## src/atc_defs.svh

```systemverilog
// Register map, field positions and constants of the 16-bit timer/counter
// Contract
// - With sync disable set, external edges advance the count without the extra sync stage.
// - Asynchronous counter mode keeps counting while the processor sleeps.
// - Asynchronous counter mode withdraws the count as capture/compare time base.
// - Reading either count byte always returns a clean, valid value.
// - Oscillator enable starts the crystal oscillator; it keeps running in sleep.
// - Asynchronous mode advances per clock or prescale multiple; overflow flags and wakes.
// - Compare mode code 1011 special event trigger resets the 16-bit count.
// - Special event reset of the count never sets the overflow flag.
// - Count write and special event in one cycle: the write wins.
// - With special event active, compare value pair acts as counter period.
// - Count bytes survive every reset; only writes, rollover or special event clear them.
// - Control register clears to zero on power-on reset, else keeps value; the code clears it on every aresetn reset.
// - A write to either count byte with write strobe bit 0 set clears the prescaler.
// - Control layout: prescale 5:4, osc enable 3, sync disable 2, source 1, on 0.
// - Prescale codes 00, 01, 10, 11 divide by 1, 2, 4, 8.
// - Source 1 counts external rising edges; source 0 counts Fosc/4.
// - Counter on enables counting; off holds the current count.
// - Count runs 0000h to FFFFh, rolls to 0000h and latches overflow.
`ifndef ATC_DEFS_SVH
`define ATC_DEFS_SVH

`define ATC_OFF_CNT_LO 32'h0000_0000
`define ATC_OFF_CNT_HI 32'h0000_0004
`define ATC_OFF_CTRL 32'h0000_0008
`define ATC_OFF_IRQ 32'h0000_000c

`define ATC_CTL_ON 0
`define ATC_CTL_CS 1
`define ATC_CTL_SYNCD 2
`define ATC_CTL_OSCEN 3
`define ATC_CTL_PS_LO 4
`define ATC_CTL_PS_HI 5
`define ATC_CTL_RESET 6'h00

`define ATC_IRQ_FLAG 0
`define ATC_IRQ_EN 1

`define ATC_SPECIAL_MODE 4'hb
`define ATC_PHASE_LAST 2'h3
`define ATC_COUNT_MAX 16'hffff
`define ATC_COUNT_ZERO 16'h0000
`define ATC_RESP_OKAY 2'h0
`define ATC_RESP_SLVERR 2'h2

`endif

```

## src/atc_pkg.sv

```systemverilog
// Types shared by the timer/counter modules
package atc_pkg;

  typedef struct packed {
    logic [2:0] cnt;
  } atc_presc_state_t;

  typedef struct packed {
    logic [5:0] control;
    logic [15:0] count;
    logic ovf_flag;
    logic ovf_ie;
    logic ovf_irq;
    logic timebase_valid;
    logic osc_amp;
    logic osc_amp_en;
    logic pin_prev;
    logic sync_stage;
    logic [1:0] int_phase;
    logic awready;
    logic wready;
    logic bvalid;
    logic [1:0] bresp;
    logic [31:0] aw_addr;
    logic [7:0] wdata;
    logic wstrb0;
    logic arready;
    logic rvalid;
    logic [1:0] rresp;
    logic [31:0] rdata;
  } atc_state_t;

endpackage

```

## src/atc_prescaler.sv

```systemverilog
// Input prescaler: passes one of every 1, 2, 4 or 8 input edges
`timescale 1ns/1ns
`include "atc_defs.svh"
module atc_prescaler
  import atc_pkg::*;
(
  input wire logic aclk,
  input wire logic aresetn,
  input wire logic edge_in,
  input wire logic clear,
  input wire logic [1:0] sel,
  output logic tick
);

  atc_presc_state_t s_reg;
  atc_presc_state_t s_next;
  logic [2:0] mask;

  always_comb begin
    unique case (sel)
      2'h0: mask = 3'h0;
      2'h1: mask = 3'h1;
      2'h2: mask = 3'h3;
      2'h3: mask = 3'h7;
    endcase
  end

  assign tick = edge_in && !clear && ((s_reg.cnt & mask) == mask);

  always_comb begin
    s_next = s_reg;
    if (clear) begin
      s_next.cnt = 3'h0;
    end else if (edge_in) begin
      s_next.cnt = (s_reg.cnt & mask) == mask ? 3'h0 : s_reg.cnt + 3'h1;
    end
  end

  always_ff @(posedge aclk) begin
    if (!aresetn) begin
      s_reg <= '0;
    end else begin
      s_reg <= s_next;
    end
  end

endmodule

```

## src/atc_timer.sv

```systemverilog
// 16-bit timer/counter with AXI4-Lite register access
`timescale 1ns/1ns
`include "atc_defs.svh"
module atc_timer
  import atc_pkg::*;
(
  input wire logic aclk,
  input wire logic aresetn,
  input wire logic [31:0] s_axi_awaddr,
  input wire logic s_axi_awvalid,
  output logic s_axi_awready,
  input wire logic [31:0] s_axi_wdata,
  input wire logic [3:0] s_axi_wstrb,
  input wire logic s_axi_wvalid,
  output logic s_axi_wready,
  output logic [1:0] s_axi_bresp,
  output logic s_axi_bvalid,
  input wire logic s_axi_bready,
  input wire logic [31:0] s_axi_araddr,
  input wire logic s_axi_arvalid,
  output logic s_axi_arready,
  output logic [31:0] s_axi_rdata,
  output logic [1:0] s_axi_rresp,
  output logic s_axi_rvalid,
  input wire logic s_axi_rready,
  input wire logic ext_clock_pin,
  input wire logic osc_input_pin,
  output logic osc_output_pin,
  output logic osc_output_en_n,
  input wire logic sleep_mode,
  input wire logic [3:0] compare_mode_code,
  input wire logic [15:0] compare_value_pair,
  output logic [15:0] timebase_count,
  output logic timebase_valid,
  output logic overflow_irq
);

  atc_state_t s_reg;
  atc_state_t s_next;

  logic counter_on;
  logic clock_source_select;
  logic sync_disable;
  logic oscillator_enable;
  logic async_mode;
  logic ext_src;
  logic ext_rise;
  logic int_edge;
  logic presc_in;
  logic presc_tick;
  logic do_write;
  logic wr_lo;
  logic wr_hi;
  logic wr_ctrl;
  logic wr_irq;
  logic wr_ok;
  logic inc;
  logic special_reset;
  logic ovf_event;
  logic ar_hs;
  logic [31:0] rd_word;
  logic rd_ok;

  assign counter_on = s_reg.control[`ATC_CTL_ON];
  assign clock_source_select = s_reg.control[`ATC_CTL_CS];
  assign sync_disable = s_reg.control[`ATC_CTL_SYNCD];
  assign oscillator_enable = s_reg.control[`ATC_CTL_OSCEN];
  assign async_mode = clock_source_select && sync_disable;

  // External source is the crystal input when the oscillator runs
  assign ext_src = oscillator_enable ? osc_input_pin : ext_clock_pin;
  assign ext_rise = ext_src && !s_reg.pin_prev;
  // Fosc/4 stops while the core sleeps
  assign int_edge = (s_reg.int_phase == `ATC_PHASE_LAST) && !sleep_mode;
  assign presc_in = counter_on && (clock_source_select ? ext_rise : int_edge);

  // Register write happens once address and data are both held
  assign do_write = !s_reg.awready && !s_reg.wready && !s_reg.bvalid;
  assign wr_lo = do_write && s_reg.wstrb0 && (s_reg.aw_addr == `ATC_OFF_CNT_LO);
  assign wr_hi = do_write && s_reg.wstrb0 && (s_reg.aw_addr == `ATC_OFF_CNT_HI);
  assign wr_ctrl = do_write && s_reg.wstrb0 && (s_reg.aw_addr == `ATC_OFF_CTRL);
  assign wr_irq = do_write && s_reg.wstrb0 && (s_reg.aw_addr == `ATC_OFF_IRQ);
  assign wr_ok = (s_reg.aw_addr == `ATC_OFF_CNT_LO) || (s_reg.aw_addr == `ATC_OFF_CNT_HI) ||
                 (s_reg.aw_addr == `ATC_OFF_CTRL) || (s_reg.aw_addr == `ATC_OFF_IRQ);

  atc_prescaler u_presc (
    .aclk(aclk),
    .aresetn(aresetn),
    .edge_in(presc_in),
    .clear(wr_lo || wr_hi),
    .sel(s_reg.control[`ATC_CTL_PS_HI:`ATC_CTL_PS_LO]),
    .tick(presc_tick)
  );

  // Asynchronous mode and Fosc/4 take the prescaler output straight; the synchronized
  // external path goes through one sync stage whose output is ignored while the core sleeps
  always_comb begin
    if (clock_source_select && sync_disable) begin
      inc = counter_on && presc_tick;
    end else if (clock_source_select) begin
      inc = counter_on && s_reg.sync_stage && !sleep_mode;
    end else begin
      inc = counter_on && presc_tick;
    end
  end

  // Compare value pair acts as period while the special event is selected
  assign special_reset = (compare_mode_code == `ATC_SPECIAL_MODE) &&
                         (s_reg.count == compare_value_pair);
  assign ovf_event = inc && !special_reset && !wr_lo && !wr_hi &&
                     (s_reg.count == `ATC_COUNT_MAX);

  assign ar_hs = s_axi_arvalid && s_reg.arready;

  always_comb begin
    rd_word = 32'h0000_0000;
    rd_ok = 1'b1;
    unique case (s_axi_araddr)
      `ATC_OFF_CNT_LO: rd_word[7:0] = s_reg.count[7:0];
      `ATC_OFF_CNT_HI: rd_word[7:0] = s_reg.count[15:8];
      `ATC_OFF_CTRL: rd_word[5:0] = s_reg.control;
      `ATC_OFF_IRQ: begin
        rd_word[`ATC_IRQ_FLAG] = s_reg.ovf_flag;
        rd_word[`ATC_IRQ_EN] = s_reg.ovf_ie;
      end
      default: rd_ok = 1'b0;
    endcase
  end

  always_comb begin
    s_next = s_reg;
    s_next.pin_prev = ext_src;
    s_next.int_phase = s_reg.int_phase + 2'h1;
    s_next.sync_stage = presc_tick && !sync_disable;

    // Count: a write beats the special event, which beats an increment
    if (wr_lo || wr_hi) begin
      if (wr_lo) begin
        s_next.count[7:0] = s_reg.wdata;
      end
      if (wr_hi) begin
        s_next.count[15:8] = s_reg.wdata;
      end
    end else if (special_reset) begin
      s_next.count = `ATC_COUNT_ZERO;
    end else if (inc) begin
      s_next.count = s_reg.count + 16'h0001;
    end

    if (wr_ctrl) begin
      s_next.control = s_reg.wdata[5:0];
    end
    if (wr_irq) begin
      s_next.ovf_ie = s_reg.wdata[`ATC_IRQ_EN];
      if (s_reg.wdata[`ATC_IRQ_FLAG]) begin
        s_next.ovf_flag = 1'b0;
      end
    end
    // Hardware set wins over a clear in the same cycle
    if (ovf_event) begin
      s_next.ovf_flag = 1'b1;
    end
    s_next.ovf_irq = s_next.ovf_flag && s_next.ovf_ie;
    s_next.timebase_valid = !(s_next.control[`ATC_CTL_CS] &&
                              s_next.control[`ATC_CTL_SYNCD]);
    // Oscillator amplifier runs regardless of sleep
    s_next.osc_amp_en = s_next.control[`ATC_CTL_OSCEN];
    s_next.osc_amp = !osc_input_pin;

    // Write channel
    if (s_axi_awvalid && s_reg.awready) begin
      s_next.awready = 1'b0;
      s_next.aw_addr = s_axi_awaddr;
    end
    if (s_axi_wvalid && s_reg.wready) begin
      s_next.wready = 1'b0;
      s_next.wdata = s_axi_wdata[7:0];
      s_next.wstrb0 = s_axi_wstrb[0];
    end
    if (do_write) begin
      s_next.bvalid = 1'b1;
      s_next.bresp = wr_ok ? `ATC_RESP_OKAY : `ATC_RESP_SLVERR;
    end
    if (s_reg.bvalid && s_axi_bready) begin
      s_next.bvalid = 1'b0;
      s_next.awready = 1'b1;
      s_next.wready = 1'b1;
    end

    // Read channel
    if (ar_hs) begin
      s_next.arready = 1'b0;
      s_next.rvalid = 1'b1;
      s_next.rdata = rd_word;
      s_next.rresp = rd_ok ? `ATC_RESP_OKAY : `ATC_RESP_SLVERR;
    end
    if (s_reg.rvalid && s_axi_rready) begin
      s_next.rvalid = 1'b0;
      s_next.arready = 1'b1;
    end

    // Reset clears everything except the count bytes; the ready flags and timebase_valid come up set
    if (!aresetn) begin
      s_next = '0;
      s_next.count = s_reg.count;
      s_next.control = `ATC_CTL_RESET;
      s_next.timebase_valid = 1'b1;
      s_next.awready = 1'b1;
      s_next.wready = 1'b1;
      s_next.arready = 1'b1;
    end
  end

  always_ff @(posedge aclk) begin
    s_reg <= s_next;
  end

  assign s_axi_awready = s_reg.awready;
  assign s_axi_wready = s_reg.wready;
  assign s_axi_bresp = s_reg.bresp;
  assign s_axi_bvalid = s_reg.bvalid;
  assign s_axi_arready = s_reg.arready;
  assign s_axi_rdata = s_reg.rdata;
  assign s_axi_rresp = s_reg.rresp;
  assign s_axi_rvalid = s_reg.rvalid;
  assign osc_output_pin = s_reg.osc_amp;
  assign osc_output_en_n = !s_reg.osc_amp_en;
  assign timebase_count = s_reg.count;
  assign timebase_valid = s_reg.timebase_valid;
  assign overflow_irq = s_reg.ovf_irq;

endmodule

```

## config.mk

```make
export PLATFORM = sky130hd
export DESIGN_NAME = atc_timer
export DESIGN_NICKNAME = d
export VERILOG_FILES = /design/src/atc_pkg.sv /design/src/atc_prescaler.sv /design/src/atc_timer.sv
export VERILOG_INCLUDE_DIRS = /design/src
export SDC_FILE = /design/constraint.sdc
export NUM_CORES = 1
export LEC_CHECK = 0
export ABC_AREA = 1
export BUFFER_PORTS_ARGS = -buffer_cell sky130_fd_sc_hd__buf_2
export CORE_ASPECT_RATIO = 1.2
export CORE_MARGIN = 10
export CORE_UTILIZATION = 41
export DETAILED_ROUTE_END_ITERATION = 6
export GPL_ROUTABILITY_DRIVEN = 0
export PLACE_DENSITY = 0.69
export SLEW_MARGIN = 20
export SYNTH_ARGS = -nofsm -noshare
export SYNTH_HDL_FRONTEND = slang
export SYNTH_HIERARCHICAL = 1
export SYNTH_SLANG_ARGS = --single-unit
```

## constraint.sdc

```tcl
create_clock -name aclk -period 5.1 [get_ports aclk]
set_input_delay 0.51 -clock aclk [delete_from_list [all_inputs] [get_ports aclk]]
set_output_delay 0.51 -clock aclk [all_outputs]
set_load 0.05 [all_outputs]
```

After elaboration in Yosys (flattened, before gate mapping)
Index checks and enable logic that the tools add are counted.
{ "word_totals": {"register_bits": 93, "latch_bits": 0, "mem_bits_rw": 0, "mem_bits_ro": 0, "out_inout_bits": 61, "word_cells": 123, "n_memories": 0} }
{ "classes": {"addsub": 3, "mul": 0, "n_div": 0, "magnitude_cmp": 0, "eq_ne": 16, "shifts": 0, "muxes": 21, "bitwise": 2, "n_reduce_logical": 56} }
{ "op_table": {"columns": ["operator", "count"], "rows": [
  ["$eq 32x4->1 const B", 4],
  ["$eq 32x3->1 const B", 2],
  ["$logic_not 32->1", 2],
  ["$mux 16", 3],
  ["$logic_and 1x1->1", 29],
  ["$add 16x1->16 const B", 1],
  ["$eq 16x16->1", 1],
  ["$eq 16x16->1 const B", 1],
  ["$mux 8", 2],
  ["$logic_not 1->1", 13],
  ["$pmux 3 s4", 1],
  ["$pmux 4 s3", 1],
  ["$pmux 2 s4", 1],
  ["$mux 1", 7],
  ["$eq 2x2->1 const B", 3],
  ["$mux 2", 3],
  ["$reduce_and 3->1", 2],
  ["$reduce_or 2->1", 3],
  ["$eq 4x4->1 const B", 1],
  ["$logic_or 1x1->1", 4],
  ["$mux 4", 1],
  ["$ne 2x2->1 const B", 2],
  ["$pmux 2 s2", 1],
  ["$reduce_or 4->1", 1],
  ["9 further kinds", 9]
]} }

Logic depth before layout (Yosys ltp)
{ "depth": {"depth_word": 18, "depth_mapped": 12} }

Cells and area by module
The synthesis kept the hierarchy.
{ "by_module_without_submodules": {"columns": ["module", "instances", "cells_each", "area_each_um2", "seq_area_each_um2"], "rows": [
  ["atc_timer", 1, 658, 4765.8, 1901.8],
  ["atc_prescaler", 1, 26, 173.9, 60.1]
]} }

Worst setup path after synthesis
No wires, ideal clock.
{ "synth_path": {"path_kind": "register to register", "start": "register s_reg (netlist bit s_axi_wready)", "end": "register s_reg (netlist bit timebase_count[0]) (enable)", "setup_ns": 0.371, "arrival_time_ns": 1.958, "t_required_ns": 4.729, "setup_slack_ns": 2.772, "stages_incl_launch_ff": 11, "n_path_buf": 0, "period_less_slack_ns": 2.328, "cell_sequence": "dfxtp_1 -> inv_1 -> nand3_1 -> nor2_4 -> nand2_2 -> o41ai_1 -> nor2_1 -> o211ai_1 -> nand3_1 -> nand2_1 -> nor2_1"} }
{ "synth_via": {"elab_chain_len": 14, "word_cells_on_any_way": 16, "classes_between": "1 x eq/ne; 2 x mux; 13 x reduce/logical"} }
{ "synth_rtl": {"columns": ["element", "line", "rtl"], "rows": [
  ["start: declaration", "atc_timer.sv:38", "atc_state_t s_reg;"],
  ["start signal: assignment", "atc_timer.sv:215", "s_reg <= s_next;"],
  ["$logic_not 1->1 (*)", "atc_timer.sv:78", "assign do_write = !s_reg.awready && !s_reg.wready && !s_reg.bvalid;"],
  ["$logic_and 1x1->1 (*) (2 in a row)", "atc_timer.sv:78", null],
  ["$logic_and 1x1->1 (*)", "atc_timer.sv:79, atc_timer.sv:80", null],
  ["$logic_and 1x1->1 (on tied branches)", "atc_timer.sv:79, atc_timer.sv:80", null],
  ["$logic_or 1x1->1 (*)", "atc_timer.sv:90", ".clear(wr_lo || wr_hi),"],
  ["$logic_not 1->1 (*)", "atc_prescaler.sv:28", "assign tick = edge_in && !clear && ((s_reg.cnt & mask) == mask);"],
  ["$logic_and 1x1->1 (*) (2 in a row)", "atc_prescaler.sv:28", null],
  ["net presc_tick", "atc_timer.sv:50", "logic presc_tick;"],
  ["$logic_and 1x1->1 (*)", "atc_timer.sv:99, atc_timer.sv:103", null],
  ["$mux 1", "atc_timer.sv:100", "end else if (clock_source_select) begin"],
  ["$mux 1 (*)", "atc_timer.sv:98", "if (clock_source_select && sync_disable) begin"],
  ["$reduce_bool 3->1 (no line) (*)", null, null],
  ["$reduce_and 3->1 (no line) (*)", null, null]
]} }
Mark *: on every way through the listed nets, which the timed path passes. The rest lies on a longest branch.
A chain may end at the register's enable or synchronous reset.

Final worst setup path
{ "layout_path": {"start": "register s_reg (netlist bit oscillator_enable)", "end": "register s_reg (netlist bit timebase_count[0]) (enable)"} }
{ "layout_via": {"elab_chain_len": 11} }
{ "layout_rtl": {"columns": ["element", "line", "rtl"], "rows": [
  ["$mux 1 (*)", "atc_timer.sv:71", "assign ext_src = oscillator_enable ? osc_input_pin : ext_clock_pin;"],
  ["$logic_and 1x1->1 (*)", "atc_timer.sv:72", "assign ext_rise = ext_src && !s_reg.pin_prev;"],
  ["$mux 1 (*)", "atc_timer.sv:75", "assign presc_in = counter_on && (clock_source_select ? ext_rise : int_edge);"],
  ["$logic_and 1x1->1 (*)", "atc_timer.sv:75", null],
  ["net presc_in", "atc_timer.sv:49", "logic presc_in;"],
  ["$logic_and 1x1->1 (*) (2 in a row)", "atc_prescaler.sv:28", null],
  ["net presc_tick", "atc_timer.sv:50", null],
  ["$logic_and 1x1->1 (*)", "atc_timer.sv:99, atc_timer.sv:103", null],
  ["$mux 1", "atc_timer.sv:100", null],
  ["$mux 1 (*)", "atc_timer.sv:98", null],
  ["$reduce_bool 3->1 (no line) (*)", null, null],
  ["$reduce_and 3->1 (no line) (*)", null, null]
]} }
Marked as above.

==> out/summary.md <==
Critical-path maximum fanout: 8. Walking the worst path, the cells encountered are mux2i_1 -> nor2_1 -> o21ai_0 -> nor2_1 -> nand2_1 -> nor2_1 -> o211ai_1 -> nand3_1 -> nand2_1 -> nor2_1. For the total leakage power, the log shows 2.67 nW. The tools report the initial core utilization as 0.423.

The class of the tightest hold or removal check was in2reg. The register with the most flip-flops in the layout has 50 of them. Power comes to 1.71 mW. The wire-length estimate of the detail-placed layout is 10.1 mm. Relative to the synthesized area, the layout overhead comes to 17.2%. Counting the buffers created by CTS gives 9. The cell at the root of the clock tree is sky130_fd_sc_hd__clkbuf_16. The number of slew-limit violations in the final report was 0. The run gives 43 as the floorplan row count. The average wire per cell in the routed design is 13.2 um, and the required time of the critical path is 5.06 ns. The basic-gate share of the synthesized area counting and, or, nand and nor cells was 0.287; the share of the yosys chip area belonging to registers was 0.397.

The full die area came out at 16900 um2. The first-pass GRT wire length was 19.9 mm. Height of the chip: 140 um. The number of buffers and inverters on the critical path is 0. The post-synthesis instance total was 684. The critical-path cell with the highest stage delay is sky130_fd_sc_hd__nor2_1. The async set-reset flop share out of synthesis is 0.

The portion of total power attributed to combinational logic is 0.133. The sequential group share of total power is 0.453, and the share of Yosys cell area claimed by the top area cell type is 0.300. The run gives 4246 as the via count of the first global-routing pass. Across the run, the number of max-cap violations was 0.

The most numerous cell type found on the critical path is sky130_fd_sc_hd__nor2_1. In the synthesized netlist the dominant register cell turns out to be sky130_fd_sc_hd__dfxtp_1. 191 I/O pins were placed.

Summed over all layers, the routed wires come to 12.6 mm. After clock tree synthesis, the clock-pin slew on the worst setup and hold paths is 0.06 ns. The maximum cell stage delay along the critical path was 0.60 ns.

In this run, the number of DRC markers left after iteration 0 of detailed routing was 180. The tools report the worst relative slew slack as 0.455. For the number of sinks driven by the clock tree, the log shows 90. Number of instances resized during post-cts repair: 0. Summed over all instances, the cell type with the most area after synthesis is sky130_fd_sc_hd__dfxtp_1. In the post-synthesis netlist, the biggest area contributors are sky130_fd_sc_hd__dfxtp_1 30%, sky130_fd_sc_hd__edfxtp_1 9.7%, sky130_fd_sc_hd__nor2_1 9.7%, sky130_fd_sc_hd__nand2_1 9.1%, sky130_fd_sc_hd__buf_4 7.9%.

After synthesis, the largest family of logic cells by area is simple AND/OR/NAND/NOR gates. TritonCTS built the clock tree. The critical path is of the reg2reg type. Final worst-path cycle share: 0.499. The slew of the pin with the lowest slew margin is 0.818 ns. The synthesized-area fraction occupied by ao, oa, aoi and oai cells was 0.110. The kind of cell with the highest combined delay along the critical path is simple AND/OR/NAND/NOR gates. Entering global routing, the biggest net connects 54 pins. Dividing total power by cell area gives a power density of 295 nW/um2. The tools report the insertion delay to the later sink of the worst-skew pair as 0.33 ns.

The number of warning messages in the yosys log was 6; the mean instance size in the synthesized netlist was 7.22 um2. For the final sum of negative setup slack, the log shows 0 ns. The total grt overflow came out at 0.

Yosys mapped the design onto 42 distinct sky130hd cell types. In the routed design, unresolved DRC markers number 0. Setup repair after global routing left no endpoint under its margin.

Using the TritonRoute via totals, the vias-per-cell ratio works out to 4.55. For this block, the via count after detailed routing is 4336. Kind of capture point of the worst setup path: a flip-flop.

The run gives 0.414 as the proportion of power drawn by the clock network. The tools report the mapped cell area as 4940 um2. The final antenna-violating net count came out at 0.

STA classifies the critical path startpoint as a flip-flop. Ranked by instance count, the synthesized netlist is headed by 127 x sky130_fd_sc_hd__nor2_1, 120 x sky130_fd_sc_hd__nand2_1, 74 x sky130_fd_sc_hd__dfxtp_1. From left edge to right edge, the die measures 120 um.

Setup violations remaining at the end of the flow were counted as 0. The hold buffer count at cts was 0. The number of enable flip-flop cells after synthesis works out to 16. The post-synthesis share of cell area spent on full adders, half adders and majority gates came out at 0.00760. The parity-gate share of the synthesized area counting xor and xnor cells is 0.0496, and the share of total power consumed by net switching is 0.256.

In this run the tool buffered the top-level ports with 137 buffer cells. In this run, synthesis produced a sequential element count of 90. The worst-case clock skew came out at 0.00688 ns.

The overall global routing resource usage is 0.144, and the internal power of the cells is 1.27 mW. The most common cell in the netlist was sky130_fd_sc_hd__nor2_1. The run gives 0 as the hold violation count in the final report. The flow ran to the end, and the final reports show no timing, DRC or antenna violations.

The logs give 11700 um2 for the core footprint and 2 for the buffer depth of the longest clock path. The H-tree was split into 3 levels. The worst path in the final design needs a cycle of 2.55 ns, including I/O delays and setup. The logs give 0.437 mW for the switching power total and 0.393 GHz for the top achievable clock speed. The filler cells instantiated in the layout total 1246.

The total iterations of the first detailed-routing run came out at 5. The arrival time reported for the critical path endpoint was 2.51 ns; the final net count was 924. The peak ir drop on the vdd network came out at 0.179 mV. The share of cells above drive strength 1 is 0.242. The share of synthesized area spent on multiplexers is 0.00405. The initial antenna violation count is 2, and the total setup buffers inserted after CTS is 0.
[area by class of cell]
type                            instances  area (um2)  area share
Antenna cell                            1        2.50    0.000432
Tap cell                              157         196      0.0339
Multi-Input combinational cell        485        2360       0.408
Clock inverter                          5        78.8      0.0136
Timing Repair Buffer                  138         693       0.120
Sequential cell                        90        1960       0.339
Inverter                               67         254      0.0439
Clock buffer                           11         243      0.0419
[layout by cell type, fill, tap and decap left out, drive strengths merged, types with 3 or more instances in the layout]
cell	instances
a21oi	35
buf	138
clkbuf	11
clkinv	4
conb	26
dfxtp	74
edfxtp	16
ha	3
inv	66
nand2	126
nand3	37
nand3b	3
nand4	4
nor2	139
nor3	4
o21ai	65
or2	4
xnor2	11
xor2	17
[power by group through the flow]
stage | clock network (mW) | logic, mW | registers [mW]
3_5_place_dp | 0 | 0.229 | 0.788
5_1_grt | 0.753 | 0.256 | 0.777
4_1_cts | 0.724 | 0.229 | 0.772
3_3_place_gp | 0 | 0.227 | 0.787
2_1_floorplan | 0 | 0.168 | 0.797
6_report | 0.706 | 0.228 | 0.772
[per-layer routing]
metal  vias to the layer above  part of all wire  GRT usage
met2                       149              0.47      0.245
met5                         -           0.00071          0
met1                      1858              0.42      0.157
li1                       2315                 -          -
met4                         2             0.013     0.0458
met3                        12              0.10     0.0627
[kinds of logic after synthesis]
family	count (synthesis)
AOI/OAI and AO/OA	105
xor gates and xnor gates	28
adders and majority gates	3
buffers and inverters	134
DFF	90
muxes	2
other	1
and+or+nand+nor	321
[path summary, 6_finish.rpt]
kind | slack (ns) | cells past startpoint | start | to
hold reg to reg | 0.42 | 1 | s_reg[82] | s_reg[82]
setup / recovery | 2.55 | 10 | oscillator_enable | timebase_count[0]
hold / removal | 0.34 | 2 | osc_input_pin | osc_output_pin
setup reg to reg | 2.55 | 10 | oscillator_enable | timebase_count[0]
[per-stage QoR]
stage | instance area, um2 | cells | setup WS, ns | utilization | hold WS, ns
floorplan | 5030 | 709 | 2.77 | - | 0.399
global placement | 5470 | 937 | 2.36 | 0.468 | 0.409
finish | 5790 | 954 | 2.55 | 0.496 | 0.342
CTS | 5790 | 953 | 2.50 | 0.496 | 0.327
detailed placement | 5470 | 937 | 2.34 | 0.468 | 0.411
global route | 5790 | 953 | 2.31 | 0.496 | 0.346
(Power assumes the default switching activity.)
